<file path="src/fdp_pkg.sv">
// constants and types shared by the floppy command parameter block
package fdp_pkg;
  // ----------------------------------------
  // register port
  // ----------------------------------------
  localparam int ADDR_W = 4;
  localparam int DATA_W = 8;
  localparam logic [3:0] OFS_CONFIG = 4'h0;
  localparam logic [3:0] OFS_PRECOMP = 4'h1;
  localparam logic [3:0] OFS_SETTLE = 4'h2;
  localparam logic [3:0] OFS_RELEASE = 4'h3;
  localparam logic [3:0] OFS_OPTIONS = 4'h4;
  localparam logic [3:0] OFS_LAST_SECTOR = 4'h5;
  localparam logic [3:0] OFS_GAP_LEN = 4'h6;
  localparam logic [3:0] OFS_FIRST_SECTOR = 4'h7;
  localparam logic [3:0] OFS_CTRL = 4'h8;
  localparam logic [3:0] OFS_STATUS = 4'h9;
  localparam logic [3:0] OFS_CUR_SECTOR = 4'hA;
  // ----------------------------------------
  // field positions
  // ----------------------------------------
  localparam int CFG_FIFO_LOW = 0;
  localparam int CFG_SEEK = 1;
  localparam int CFG_LOCK = 2;
  localparam int CFG_THR_LO = 4;
  localparam int OPT_HEAD = 0;
  localparam int OPT_DD = 1;
  localparam int OPT_MULTI = 2;
  localparam int OPT_PERP = 3;
  localparam int OPT_GAP = 4;
  localparam int CTL_START = 0;
  localparam int CTL_SOFT_RST = 1;
  localparam int CTL_ACK = 2;
  // ----------------------------------------
  // reset values
  // ----------------------------------------
  localparam logic RST_FIFO_LOW = 1'b1;
  localparam logic [3:0] RST_THR = 4'h0;
  localparam logic [7:0] RST_PRECOMP = 8'h00;
  localparam logic [7:0] RST_BYTE = 8'h00;
  localparam logic [7:0] FIRST_SECTOR_NUM = 8'h01;
  // ----------------------------------------
  // timing
  // ----------------------------------------
  localparam int CLK_HZ = 50_000_000;
  localparam int SETTLE_UNIT_MS = 1;
  localparam int RELEASE_UNIT_MS = 16;
  localparam int SETTLE_UNIT_CYC = SETTLE_UNIT_MS * (CLK_HZ / 1000);
  localparam int RELEASE_UNIT_CYC = RELEASE_UNIT_MS * (CLK_HZ / 1000);
  typedef enum logic [2:0] {
    ST_IDLE, ST_SEEK, ST_HLOAD, ST_SETTLE, ST_XFER, ST_RESULT
  } fdp_state_e;
endpackage

</file>
<file path="src/fdp_tmr_if.sv">
// handshake between the sequencer and one interval timer
interface fdp_tmr_if;
  logic start;
  logic cancel;
  logic [7:0] units;
  logic done;
  modport owner (output start, output cancel, output units, input done);
  modport timer (input start, input cancel, input units, output done);
endinterface

</file>
<file path="src/fdp_decode.sv">
// option and parameter decode with command sequencing for the floppy core
// What this block does
// fifo enable bit is active low; disabled is the reset value
// implied seek set: seek before read/write; clear: never seek
// last sector parameter ends the transfer on the current track
// perpendicular mode: gap option bit changes second gap length
// gap length parameter is third gap size, sync field excluded
// head select parameter picks disk side 0 or 1
// after loading head, wait settle interval before read/write
// unload head after release interval following execution end
// lock decides if soft reset restores fifo, threshold, precomp
// density bit one selects double density, zero single density
// multi-track treats both heads of a cylinder as one track
// multi-track continues from last head 0 sector to head 1 first
// command parameters stay unchanged until result phase ends
//
// Local design decisions: the plain strobed port and the register addresses.
module fdp_decode
  import fdp_pkg::*;
#(
  parameter int SETTLE_CYC = SETTLE_UNIT_CYC,
  parameter int RELEASE_CYC = RELEASE_UNIT_CYC
)
(
  // clock and reset
  input wire logic clk_i,
  input wire logic srst_i,
  // register port
  input wire logic [ADDR_W-1:0] addr_i,
  input wire logic [DATA_W-1:0] wdata_i,
  input wire logic wr_i,
  input wire logic rd_i,
  output logic [DATA_W-1:0] rdata_o,
  // drive sequencer
  input wire logic seek_done_i,
  input wire logic sector_done_i,
  output logic seek_req_o,
  output logic head_load_o,
  output logic sector_req_o,
  output logic [7:0] sector_o,
  output logic head_o,
  // decoded options
  output logic double_density_o,
  output logic fifo_en_o,
  output logic [3:0] fifo_thr_o,
  output logic [7:0] precomp_trk_o,
  output logic [7:0] gap3_len_o,
  output logic gap2_long_o,
  output logic busy_o
);
  // ----------------------------------------
  // registers
  // ----------------------------------------
  logic fifo_enable_low;
  logic implied_seek_enable;
  logic lock;
  logic [3:0] fifo_threshold;
  logic [7:0] precomp_start_track;
  logic [7:0] head_settle_delay;
  logic [7:0] head_release_delay;
  logic [4:0] options;
  logic [7:0] last_sector_number;
  logic [7:0] inter_sector_gap_length;
  logic [7:0] first_sector;
  fdp_state_e state;
  logic [7:0] cur_sector;
  logic cur_head;
  logic soft_rst;
  logic start_cmd;
  logic ack_cmd;
  logic busy;
  logic at_last;
  logic wrap;
  fdp_tmr_if settle_t();
  fdp_tmr_if release_t();

  assign busy = (state != ST_IDLE);
  assign soft_rst = wr_i && addr_i == OFS_CTRL && wdata_i[CTL_SOFT_RST];
  assign start_cmd = wr_i && addr_i == OFS_CTRL && wdata_i[CTL_START] && !busy && !soft_rst;
  assign ack_cmd = wr_i && addr_i == OFS_CTRL && wdata_i[CTL_ACK];
  assign at_last = (cur_sector == last_sector_number);
  assign wrap = options[OPT_MULTI] && !cur_head;

  // ----------------------------------------
  // configuration, locked fields
  // ----------------------------------------
  always_ff @(posedge clk_i)
  begin
    if (srst_i)
    begin
      fifo_enable_low <= RST_FIFO_LOW;
      fifo_threshold <= RST_THR;
      precomp_start_track <= RST_PRECOMP;
      lock <= 1'b0;
    end
    else if (soft_rst)
    begin
      // lock itself survives a soft reset
      if (!lock)
      begin
        fifo_enable_low <= RST_FIFO_LOW;
        fifo_threshold <= RST_THR;
        precomp_start_track <= RST_PRECOMP;
      end
    end
    else if (wr_i && !busy && addr_i == OFS_CONFIG)
    begin
      fifo_enable_low <= wdata_i[CFG_FIFO_LOW];
      fifo_threshold <= wdata_i[CFG_THR_LO +: 4];
      lock <= wdata_i[CFG_LOCK];
    end
    else if (wr_i && !busy && addr_i == OFS_PRECOMP)
      precomp_start_track <= wdata_i;
  end

  // ----------------------------------------
  // command parameters, frozen while busy
  // ----------------------------------------
  always_ff @(posedge clk_i)
  begin
    if (srst_i || soft_rst)
    begin
      implied_seek_enable <= 1'b0;
      head_settle_delay <= RST_BYTE;
      head_release_delay <= RST_BYTE;
      options <= 5'h00;
      last_sector_number <= RST_BYTE;
      inter_sector_gap_length <= RST_BYTE;
      first_sector <= FIRST_SECTOR_NUM;
    end
    else if (wr_i && !busy)
    begin
      case (addr_i)
        OFS_CONFIG: implied_seek_enable <= wdata_i[CFG_SEEK];
        OFS_SETTLE: head_settle_delay <= wdata_i;
        OFS_RELEASE: head_release_delay <= wdata_i;
        OFS_OPTIONS: options <= wdata_i[4:0];
        OFS_LAST_SECTOR: last_sector_number <= wdata_i;
        OFS_GAP_LEN: inter_sector_gap_length <= wdata_i;
        OFS_FIRST_SECTOR: first_sector <= wdata_i;
        default: ;
      endcase
    end
  end

  // ----------------------------------------
  // head timers
  // ----------------------------------------
  assign settle_t.start = (state == ST_HLOAD) && !head_load_o;
  assign settle_t.cancel = soft_rst;
  assign settle_t.units = head_settle_delay;
  assign release_t.start = (state == ST_XFER) && sector_done_i && at_last && !wrap;
  assign release_t.cancel = start_cmd || soft_rst;
  assign release_t.units = head_release_delay;

  fdp_timer #(.UNIT_CYC(SETTLE_CYC)) u_settle (
    .clk_i(clk_i),
    .srst_i(srst_i),
    .t(settle_t.timer)
  );

  fdp_timer #(.UNIT_CYC(RELEASE_CYC)) u_release (
    .clk_i(clk_i),
    .srst_i(srst_i),
    .t(release_t.timer)
  );

  // ----------------------------------------
  // command sequencer
  // ----------------------------------------
  always_ff @(posedge clk_i)
  begin
    if (srst_i || soft_rst)
    begin
      state <= ST_IDLE;
      seek_req_o <= 1'b0;
      head_load_o <= 1'b0;
      sector_req_o <= 1'b0;
      cur_sector <= FIRST_SECTOR_NUM;
      cur_head <= 1'b0;
    end
    else
    begin
      sector_req_o <= 1'b0;
      if (release_t.done && state != ST_HLOAD)
        head_load_o <= 1'b0;
      case (state)
        ST_IDLE:
          if (start_cmd)
          begin
            cur_sector <= first_sector;
            cur_head <= options[OPT_HEAD];
            if (implied_seek_enable)
            begin
              seek_req_o <= 1'b1;
              state <= ST_SEEK;
            end
            else
              state <= ST_HLOAD;
          end
        ST_SEEK:
          if (seek_done_i)
          begin
            seek_req_o <= 1'b0;
            state <= ST_HLOAD;
          end
        ST_HLOAD:
          // an already loaded head needs no second settle
          if (head_load_o)
          begin
            sector_req_o <= 1'b1;
            state <= ST_XFER;
          end
          else
          begin
            head_load_o <= 1'b1;
            state <= ST_SETTLE;
          end
        ST_SETTLE:
          if (settle_t.done)
          begin
            sector_req_o <= 1'b1;
            state <= ST_XFER;
          end
        ST_XFER:
          if (sector_done_i)
          begin
            if (!at_last)
            begin
              cur_sector <= cur_sector + 8'h01;
              sector_req_o <= 1'b1;
            end
            else if (wrap)
            begin
              cur_head <= 1'b1;
              cur_sector <= FIRST_SECTOR_NUM;
              sector_req_o <= 1'b1;
            end
            else
              state <= ST_RESULT;
          end
        ST_RESULT:
          if (ack_cmd)
            state <= ST_IDLE;
        default:
          state <= ST_IDLE;
      endcase
    end
  end

  // ----------------------------------------
  // registered decode outputs
  // ----------------------------------------
  always_ff @(posedge clk_i)
  begin
    if (srst_i)
    begin
      fifo_en_o <= 1'b0;
      fifo_thr_o <= RST_THR;
      precomp_trk_o <= RST_PRECOMP;
      double_density_o <= 1'b0;
      gap3_len_o <= RST_BYTE;
      gap2_long_o <= 1'b0;
      sector_o <= FIRST_SECTOR_NUM;
      head_o <= 1'b0;
      busy_o <= 1'b0;
    end
    else
    begin
      fifo_en_o <= !fifo_enable_low;
      fifo_thr_o <= fifo_threshold;
      precomp_trk_o <= precomp_start_track;
      double_density_o <= options[OPT_DD];
      // sync field is added by the sequencer, not counted here
      gap3_len_o <= inter_sector_gap_length;
      gap2_long_o <= options[OPT_PERP] && options[OPT_GAP];
      sector_o <= cur_sector;
      head_o <= cur_head;
      busy_o <= busy;
    end
  end

  // ----------------------------------------
  // read port
  // ----------------------------------------
  always_ff @(posedge clk_i)
  begin
    if (srst_i)
      rdata_o <= RST_BYTE;
    else if (rd_i)
    begin
      case (addr_i)
        OFS_CONFIG: rdata_o <= {fifo_threshold, 1'b0, lock, implied_seek_enable,
                                fifo_enable_low};
        OFS_PRECOMP: rdata_o <= precomp_start_track;
        OFS_SETTLE: rdata_o <= head_settle_delay;
        OFS_RELEASE: rdata_o <= head_release_delay;
        OFS_OPTIONS: rdata_o <= {3'h0, options};
        OFS_LAST_SECTOR: rdata_o <= last_sector_number;
        OFS_GAP_LEN: rdata_o <= inter_sector_gap_length;
        OFS_FIRST_SECTOR: rdata_o <= first_sector;
        OFS_STATUS: rdata_o <= {2'h0, state == ST_RESULT, cur_head, 1'b0,
                                seek_req_o, head_load_o, busy};
        OFS_CUR_SECTOR: rdata_o <= cur_sector;
        default: rdata_o <= RST_BYTE;
      endcase
    end
    else
      rdata_o <= RST_BYTE;
  end
endmodule

</file>
<file path="src/fdp_timer.sv">
// interval timer counting whole units of a fixed cycle length
module fdp_timer
  import fdp_pkg::*;
#(
  parameter int UNIT_CYC = 1
)
(
  // clock and reset
  input wire logic clk_i,
  input wire logic srst_i,
  // control
  fdp_tmr_if.timer t
);
  logic run;
  logic [7:0] units_left;
  logic [31:0] pre;

  always_ff @(posedge clk_i)
  begin
    if (srst_i || t.cancel)
    begin
      run <= 1'b0;
      t.done <= 1'b0;
      units_left <= 8'h00;
      pre <= 32'h0;
    end
    else
    begin
      t.done <= 1'b0;
      if (t.start)
      begin
        run <= 1'b1;
        units_left <= t.units;
        pre <= 32'(UNIT_CYC - 1);
      end
      else if (run)
      begin
        if (pre != 32'h0)
          pre <= pre - 32'h1;
        else if (units_left == 8'h00)
        begin
          run <= 1'b0;
          t.done <= 1'b1;
        end
        else
        begin
          units_left <= units_left - 8'h01;
          pre <= 32'(UNIT_CYC - 1);
        end
      end
    end
  end
endmodule

</file>
<file path="config.mk">
export PLATFORM = sky130hd
export DESIGN_NAME = fdp_decode
export DESIGN_NICKNAME = d
export VERILOG_FILES = /design/src/fdp_pkg.sv /design/src/fdp_tmr_if.sv /design/src/fdp_decode.sv /design/src/fdp_timer.sv
export SDC_FILE = /design/constraint.sdc
export NUM_CORES = 1
export LEC_CHECK = 0
export BUFFER_PORTS_ARGS = -buffer_cell sky130_fd_sc_hd__buf_2
export CORE_UTILIZATION = 55
export CTS_CLUSTER_DIAMETER = 100
export DETAILED_ROUTE_END_ITERATION = 10
export PLACE_DENSITY = 0.76
export SKIP_CTS_REPAIR_TIMING = 1
export SYNTH_ARGS = -nofsm -noshare
export SYNTH_HDL_FRONTEND = slang
export SYNTH_HIERARCHICAL = 1
export SYNTH_SLANG_ARGS = --single-unit
</file>
<file path="constraint.sdc">
create_clock -name clk_i -period 2.2 [get_ports clk_i]
set_input_delay 0.22 -clock clk_i [delete_from_list [all_inputs] [get_ports clk_i]]
set_output_delay 0.22 -clock clk_i [all_outputs]
set_load 0.01 [all_outputs]
</file>
Word level (Yosys, flattened, before mapping). Cells that the tools add are included.

Register bits after elaboration: 200. Latch bits: 0. Bits in writable memories: 0. ROM bits: 0. Bits of input ports: 18. Logic and storage cells: 216. Memories kept: 0.

Add/sub/neg operators: 5. Multiply operators: 0. Div/mod/pow operators: 0. Magnitude comparators: 0. Eq/ne operators: 37. Shift-type cells: 0. Mux-type cells: 70. Bitwise gates (word level): 4. Reduce and logical (&&, ||, !) cells: 63.

Operator list (count): $mux W32 (4); $mux W8 (16); $pmux W8 S10 (1); $reduce_bool A32 Y1 (2); $sub A32 B1 Y32 const B (2); $mux W20 (2); $mux W16 (2); $mux W1 (28); $ne A2 B2 Y1 const B (14); $reduce_and A2 Y1 (13); $mux W3 (8); $pmux W3 S6 (1); $eq A4 B3 Y1 const B (4); $logic_and A1 B1 Y1 (16); $logic_not A8 Y1 (2); $pmux W8 S2 (1); $sub A8 B1 Y8 const B (2); $eq A4 B4 Y1 const B (3); $mux W4 (3); $reduce_bool A2 Y1 (6); $ne A3 B2 Y1 const B (3); $reduce_and A3 Y1 (3); $add A8 B1 Y8 const B (1); $eq A4 B2 Y1 const B (2); other kinds (21) (40).

Depth between registers and ports, before layout.
Depth in word-level cells: 8. Depth in mapped cells: 10. Depth with buffers taken out: 9.

Modules after synthesis. The synthesis kept the hierarchy.

Modules (own cells, without submodules): fdp_decode (times used 1, cells each 570, area an instance 5044.8 um^2, sequential area each 2322.2 um^2); fdp_timer (u_release) (times used 1, cells each 254, area an instance 2184.6 um^2, sequential area each 840.8 um^2); fdp_timer (u_settle) (times used 1, cells each 249, area an instance 2153.3 um^2, sequential area each 840.8 um^2).

Worst setup path before layout. No wires, ideal clock.

Path kind: register to register. Start: reg u_release.pre[17]. End: reg u_release.pre[18]. Library setup time: 0.131 ns. Arrival: 2.227 ns. Data required time: 2.069 ns. Slack: -0.158 ns. Stages on the path, launching flop included: 8. Cells stage by stage: dfxtp_1 > or4_4 > or2_4 > or3_4 > buf_6 > mux2_1 > a211oi_1 > nor3_1.

Word-level cells in the longest chain between the ends: 4. Elaborated cells between the ends (all ways): 7.

RTL lines: start: declaration (RTL line fdp_timer.sv:16) `logic [31:0] pre;`; start signal: assignment (RTL line fdp_timer.sv:34) `pre <= 32'(UNIT_CYC - 1);`; start signal: assignment (RTL line fdp_timer.sv:39) `pre <= pre - 32'h1;`; start signal: assignment (RTL line fdp_timer.sv:48) `pre <= 32'(UNIT_CYC - 1);`; $sub A32 B1 Y32 or $reduce_bool A32 Y1 (tied branches) (RTL line fdp_timer.sv:39, fdp_timer.sv:38); $mux W32 (RTL line fdp_timer.sv:38) `if (pre != 32'h0)`; $mux W20 (RTL line fdp_timer.sv:36) `else if (run)`; $mux W20 (RTL line fdp_timer.sv:30) `if (t.start)`.

Several ways; a longest one is shown, not always the timed one. The select of a mux whose other input is x is not followed. A chain may end at the register's enable or synchronous reset.

Worst setup path in the final report.
Start: reg u_release.pre[20]. End: reg u_release.units_left[1].

Word-level cells in the longest chain between the ends: 3.

RTL lines: $reduce_bool A32 Y1 (RTL line fdp_timer.sv:38); $ne A2 B2 Y1 (no line); $reduce_and A3 Y1 (no line); end signal: assignment (RTL line fdp_timer.sv:33) `units_left <= t.units;`; end signal: assignment (RTL line fdp_timer.sv:47) `units_left <= units_left - 8'h01;`; end: declaration (RTL line fdp_timer.sv:15) `logic [7:0] units_left;`.

Every way passes these cells.

==> metrics.md <==
| Metric | Value |
|---|---|
| Status | complete, but fails checks |
| Failing checks | negative setup slack |
| Final hold violations | 0 |
| Iter 0 DRT Violations | 951 |
| P per Cell Area | 635 mW/mm² |
| Syn. warnings | 6 |
| Synth Net Count | roughly 1100 |
| Max Cap Viol | 0 |
| #FFs+latches synth | 200 |
| Vias | 8807 |
| Uppermost layer routed | met4 |
| R2R setup slack | -0.12 ns |
| Final setup violation count | 45 |
| Synthesized area | about 0.0094 mm² |
| Vias in the first global route | 7765 |
| Critical Path Source Type | register |
| FF-to-FF path depth | 6 |
| CTS tree | yes |
| Post-synth top cells | dfxtp_1 (200), nor2_1 (112), a21oi_1 (80) |
| Hold path start | sector_done_i |
| Worst setup EP type | register |
| Drt wl/cell | 17.9 µm |
| Synth top area share | 0.427 |
| Crit Path Class | register to register |
| Min Hold Slack | 0.108 ns |
| Psw | 1.87 mW |
| Max Fclk | 430 MHz |
| Number of enable flip-flop cells after synthesis | 0 |
| Main area contributors after synthesis | dfxtp_1 (43%), nor2_1 (4.5%), a21oi_1 (4.3%) |
| IO Pins | 62 |
| Die Area | 0.0176 mm² |
| Final Worst Setup Slack | -0.123 ns |
| Clock group share of total power | 0.432 |
| DR pass1 iterations | 5 |
| Gate power share | 0.069 |
| Area growth syn-to-layout | 23.1% |
| Reg2Reg Capture Point | u_release/units_left[1]$_SDFFE_PP0P_ |
| CP max FO | 6 |
| RSZ-0062 raised after global routing | yes |
| Overall routing resource usage | 0.285 |
| Diode count | 0 |
| Total Power | 7.34 mW |
| Global-route wire length before repair | 40200 µm |
| CTS Sinks | 200 |
| Fin crit share | 1.06 |
| DR DRC count | 0 |
| Final Max Tran Viols | 0 |
| H-tree depth | 4 |
| Seq/Total Area, Yosys | 0.427 |
| Fin Clk Skew | 0.00923 ns |
| Post-synthesis cell count | ~1100 |
| Area leader, netlist | dfxtp_1 |
| Critical path arrival | 2.69 ns |
| Worst slew pin tran | 0.664 ns |
| Sequential Power Share | 0.499 |
| WL met3 | 2260 µm |
| Longest Clk Path Bufs | 2 |
| Cell Rows | 47 |
| Launch point of the worst reg-to-reg path | u_release/pre[20]$_SDFFE_PP0P_ |
| Reg clk slew, reported paths | 0.07 ns |
| Largest net degree at the start of global routing | 46 |
| WHS Path Cells | 3 |
| Root buffer cell | clkbuf_16 |
| Die Wd | 133 µm |
| WL final | 25800 µm |
| Initial Util | 0.564 |
| Internal power | 5.46 mW |
| Synth async-reset ratio | 0 |
| Global route total overflow | 0 |
| Hpwl dp | roughly 17000 µm |
| Hold Path Sink | sector_req_o$_SDFF_PP0_ |
| Die Y | approximately 130 µm |
| Synth cell types | 85 |
| CTS Buf Count | 17 |
| Vias per cell | 6.11 |
| Switching share of total power | 0.255 |
| Place WS | -0.0897 ns |
| DR WL met2 | 11500 µm |
| Most frequent cell after synthesis | dfxtp_1 |
| Avg Cell Area, Syn | about 8.7 µm² |
| Buffers on Ports | 61 |
| Core area | 0.0166 mm² |
| Static leakage | roughly 4.5 nW |
| Required @ worst endpoint | 2.56 ns |
| Prevailing post-synth register cell | dfxtp_1 |
| Ratio of cells with drive above 1 in the final layout | 0.250 |
| Clock latency on the worst-skew pair | 0.45 ns |
| Worst VDD drop | 0.773 mV |
| Shortest period the worst path allows | 2.32 ns |
| Post-route antenna net violation count | 0 |
| Nets | 1234 |
| Initial antenna violation count | 0 |
| GPL Wtd Cong | approximately 0.95 |
| Slew HR | 0.557 |
| M1 WL | 11500 µm |
| Hold crit path type | input pin to register |
cells by family after synthesis:
kind of cell             Yosys count  share of synthesized area
buffers and inverters             92                     0.0417
AO/OA/AOI/OAI                    240                      0.171
adder cells (fa/ha/maj)            7                    0.00933
AND/OR/NAND/NOR                  442                      0.253
multiplexers                      41                     0.0504
XOR/XNOR                          51                     0.0476
flip-flops                       200                      0.427
power by group through the flow:
| stage | combinational, mW | clock, mW | sequential (mW) |
|---|---|---|---|
| final | 0.503 | 3.17 | 3.66 |
| after global routing | 0.530 | 3.38 | 3.66 |
| after CTS | 0.428 | 3.21 | 3.66 |
| after detailed placement | 0.424 | 0 | 3.74 |
| after global placement | 0.419 | 0 | 3.74 |
| after floorplan | 0.258 | 0 | 3.74 |
cell type report:
cell class                 count  area (µm²)
sequential                   200        4010
clock buffer                  17         425
timing repair buffer         184        1320
clock inverter                15         178
inverter                      23        86.3
fill                        1255        5090
multi-input combinational    783        5250
tap                          220         275
state kept, by name (all words and copies together), names as in the netlist, 5 cells and up:
register	cells
u_release/pre	32
cur_sector	8
gap3_len_o	8
first_sector	8
u_release/units_left	8
precomp_trk_o	8
rdata_o	8
precomp_start_track	8
head_settle_delay	8
inter_sector_gap_length	8
head_release_delay	8
u_settle/pre	32
last_sector_number	8
u_settle/units_left	8
sector_o	8
options	5
worst max path at each step:
stage | slack [ns] | startpoint | to
after global placement | -0.03 | u_release/pre[20]$_SDFFE_PP0P_ | u_release/units_left[1]$_SDFFE_PP0P_
final | -0.12 | u_release/pre[20]$_SDFFE_PP0P_ | u_release/units_left[1]$_SDFFE_PP0P_
after floorplan | -0.07 | u_release/pre[17]$_SDFFE_PP0P_ | u_release/pre[18]$_SDFFE_PP0P_
after CTS | -0.11 | u_release/pre[20]$_SDFFE_PP0P_ | u_release/units_left[1]$_SDFFE_PP0P_
after detailed placement | -0.09 | u_release/pre[20]$_SDFFE_PP0P_ | u_release/units_left[1]$_SDFFE_PP0P_
after global routing | -0.19 | u_release/pre[20]$_SDFFE_PP0P_ | u_release/units_left[1]$_SDFFE_PP0P_
metal layers:
layer | track usage | up-vias
li1 | - | 4150
met1 | 0.402 | 4201
met2 | 0.425 | 400
met3 | 0.0697 | 56
met4 | 0.0958 | 0
met5 | 0 | -
worst max-delay path: stages, from the launching register on:
cell and delay, ns:
dfxtp_2 0.32, or4_4 0.53, or2_4 0.28, or3_4 0.47
nor2_4 0.16, mux2_4 0.32, o31ai_4 0.16
through the flow:
| stage | instances | util | area (µm²) | TNS (ns) |
|---|---|---|---|---|
| 6_report | 1442 | 0.694 | 11500 | -2.03 |
| 5_1_grt | 1442 | 0.694 | 11500 | -7.43 |
| 4_1_cts | 1432 | 0.673 | 11200 | -0.644 |
| 3_5_place_dp | 1400 | 0.637 | 10600 | -0.297 |
| 3_3_place_gp | 1400 | 0.637 | 10600 | -0.0322 |
| 2_1_floorplan | 1073 | - | 9410 | -0.269 |
layout by cell type (no fill, tap or decap), types with 10 or more instances in the layout:
master,n
dfxtp_1,195
buf_4,113
nor2_1,110
a21oi_1,78
nand2_1,77
buf_2,61
nand3_1,52
xnor2_1,39
nor2b_1,37
o21ai_0,34
mux2i_1,27
inv_1,22
nor3_1,21
clkbuf_16,18
nor4_1,16
or3_1,16
nand4_1,14
and3_1,14
a211oi_1,14
o31ai_1,12
xor2_1,12
nand2b_1,10
No activity file was read; power rests on OpenSTA's default activity.
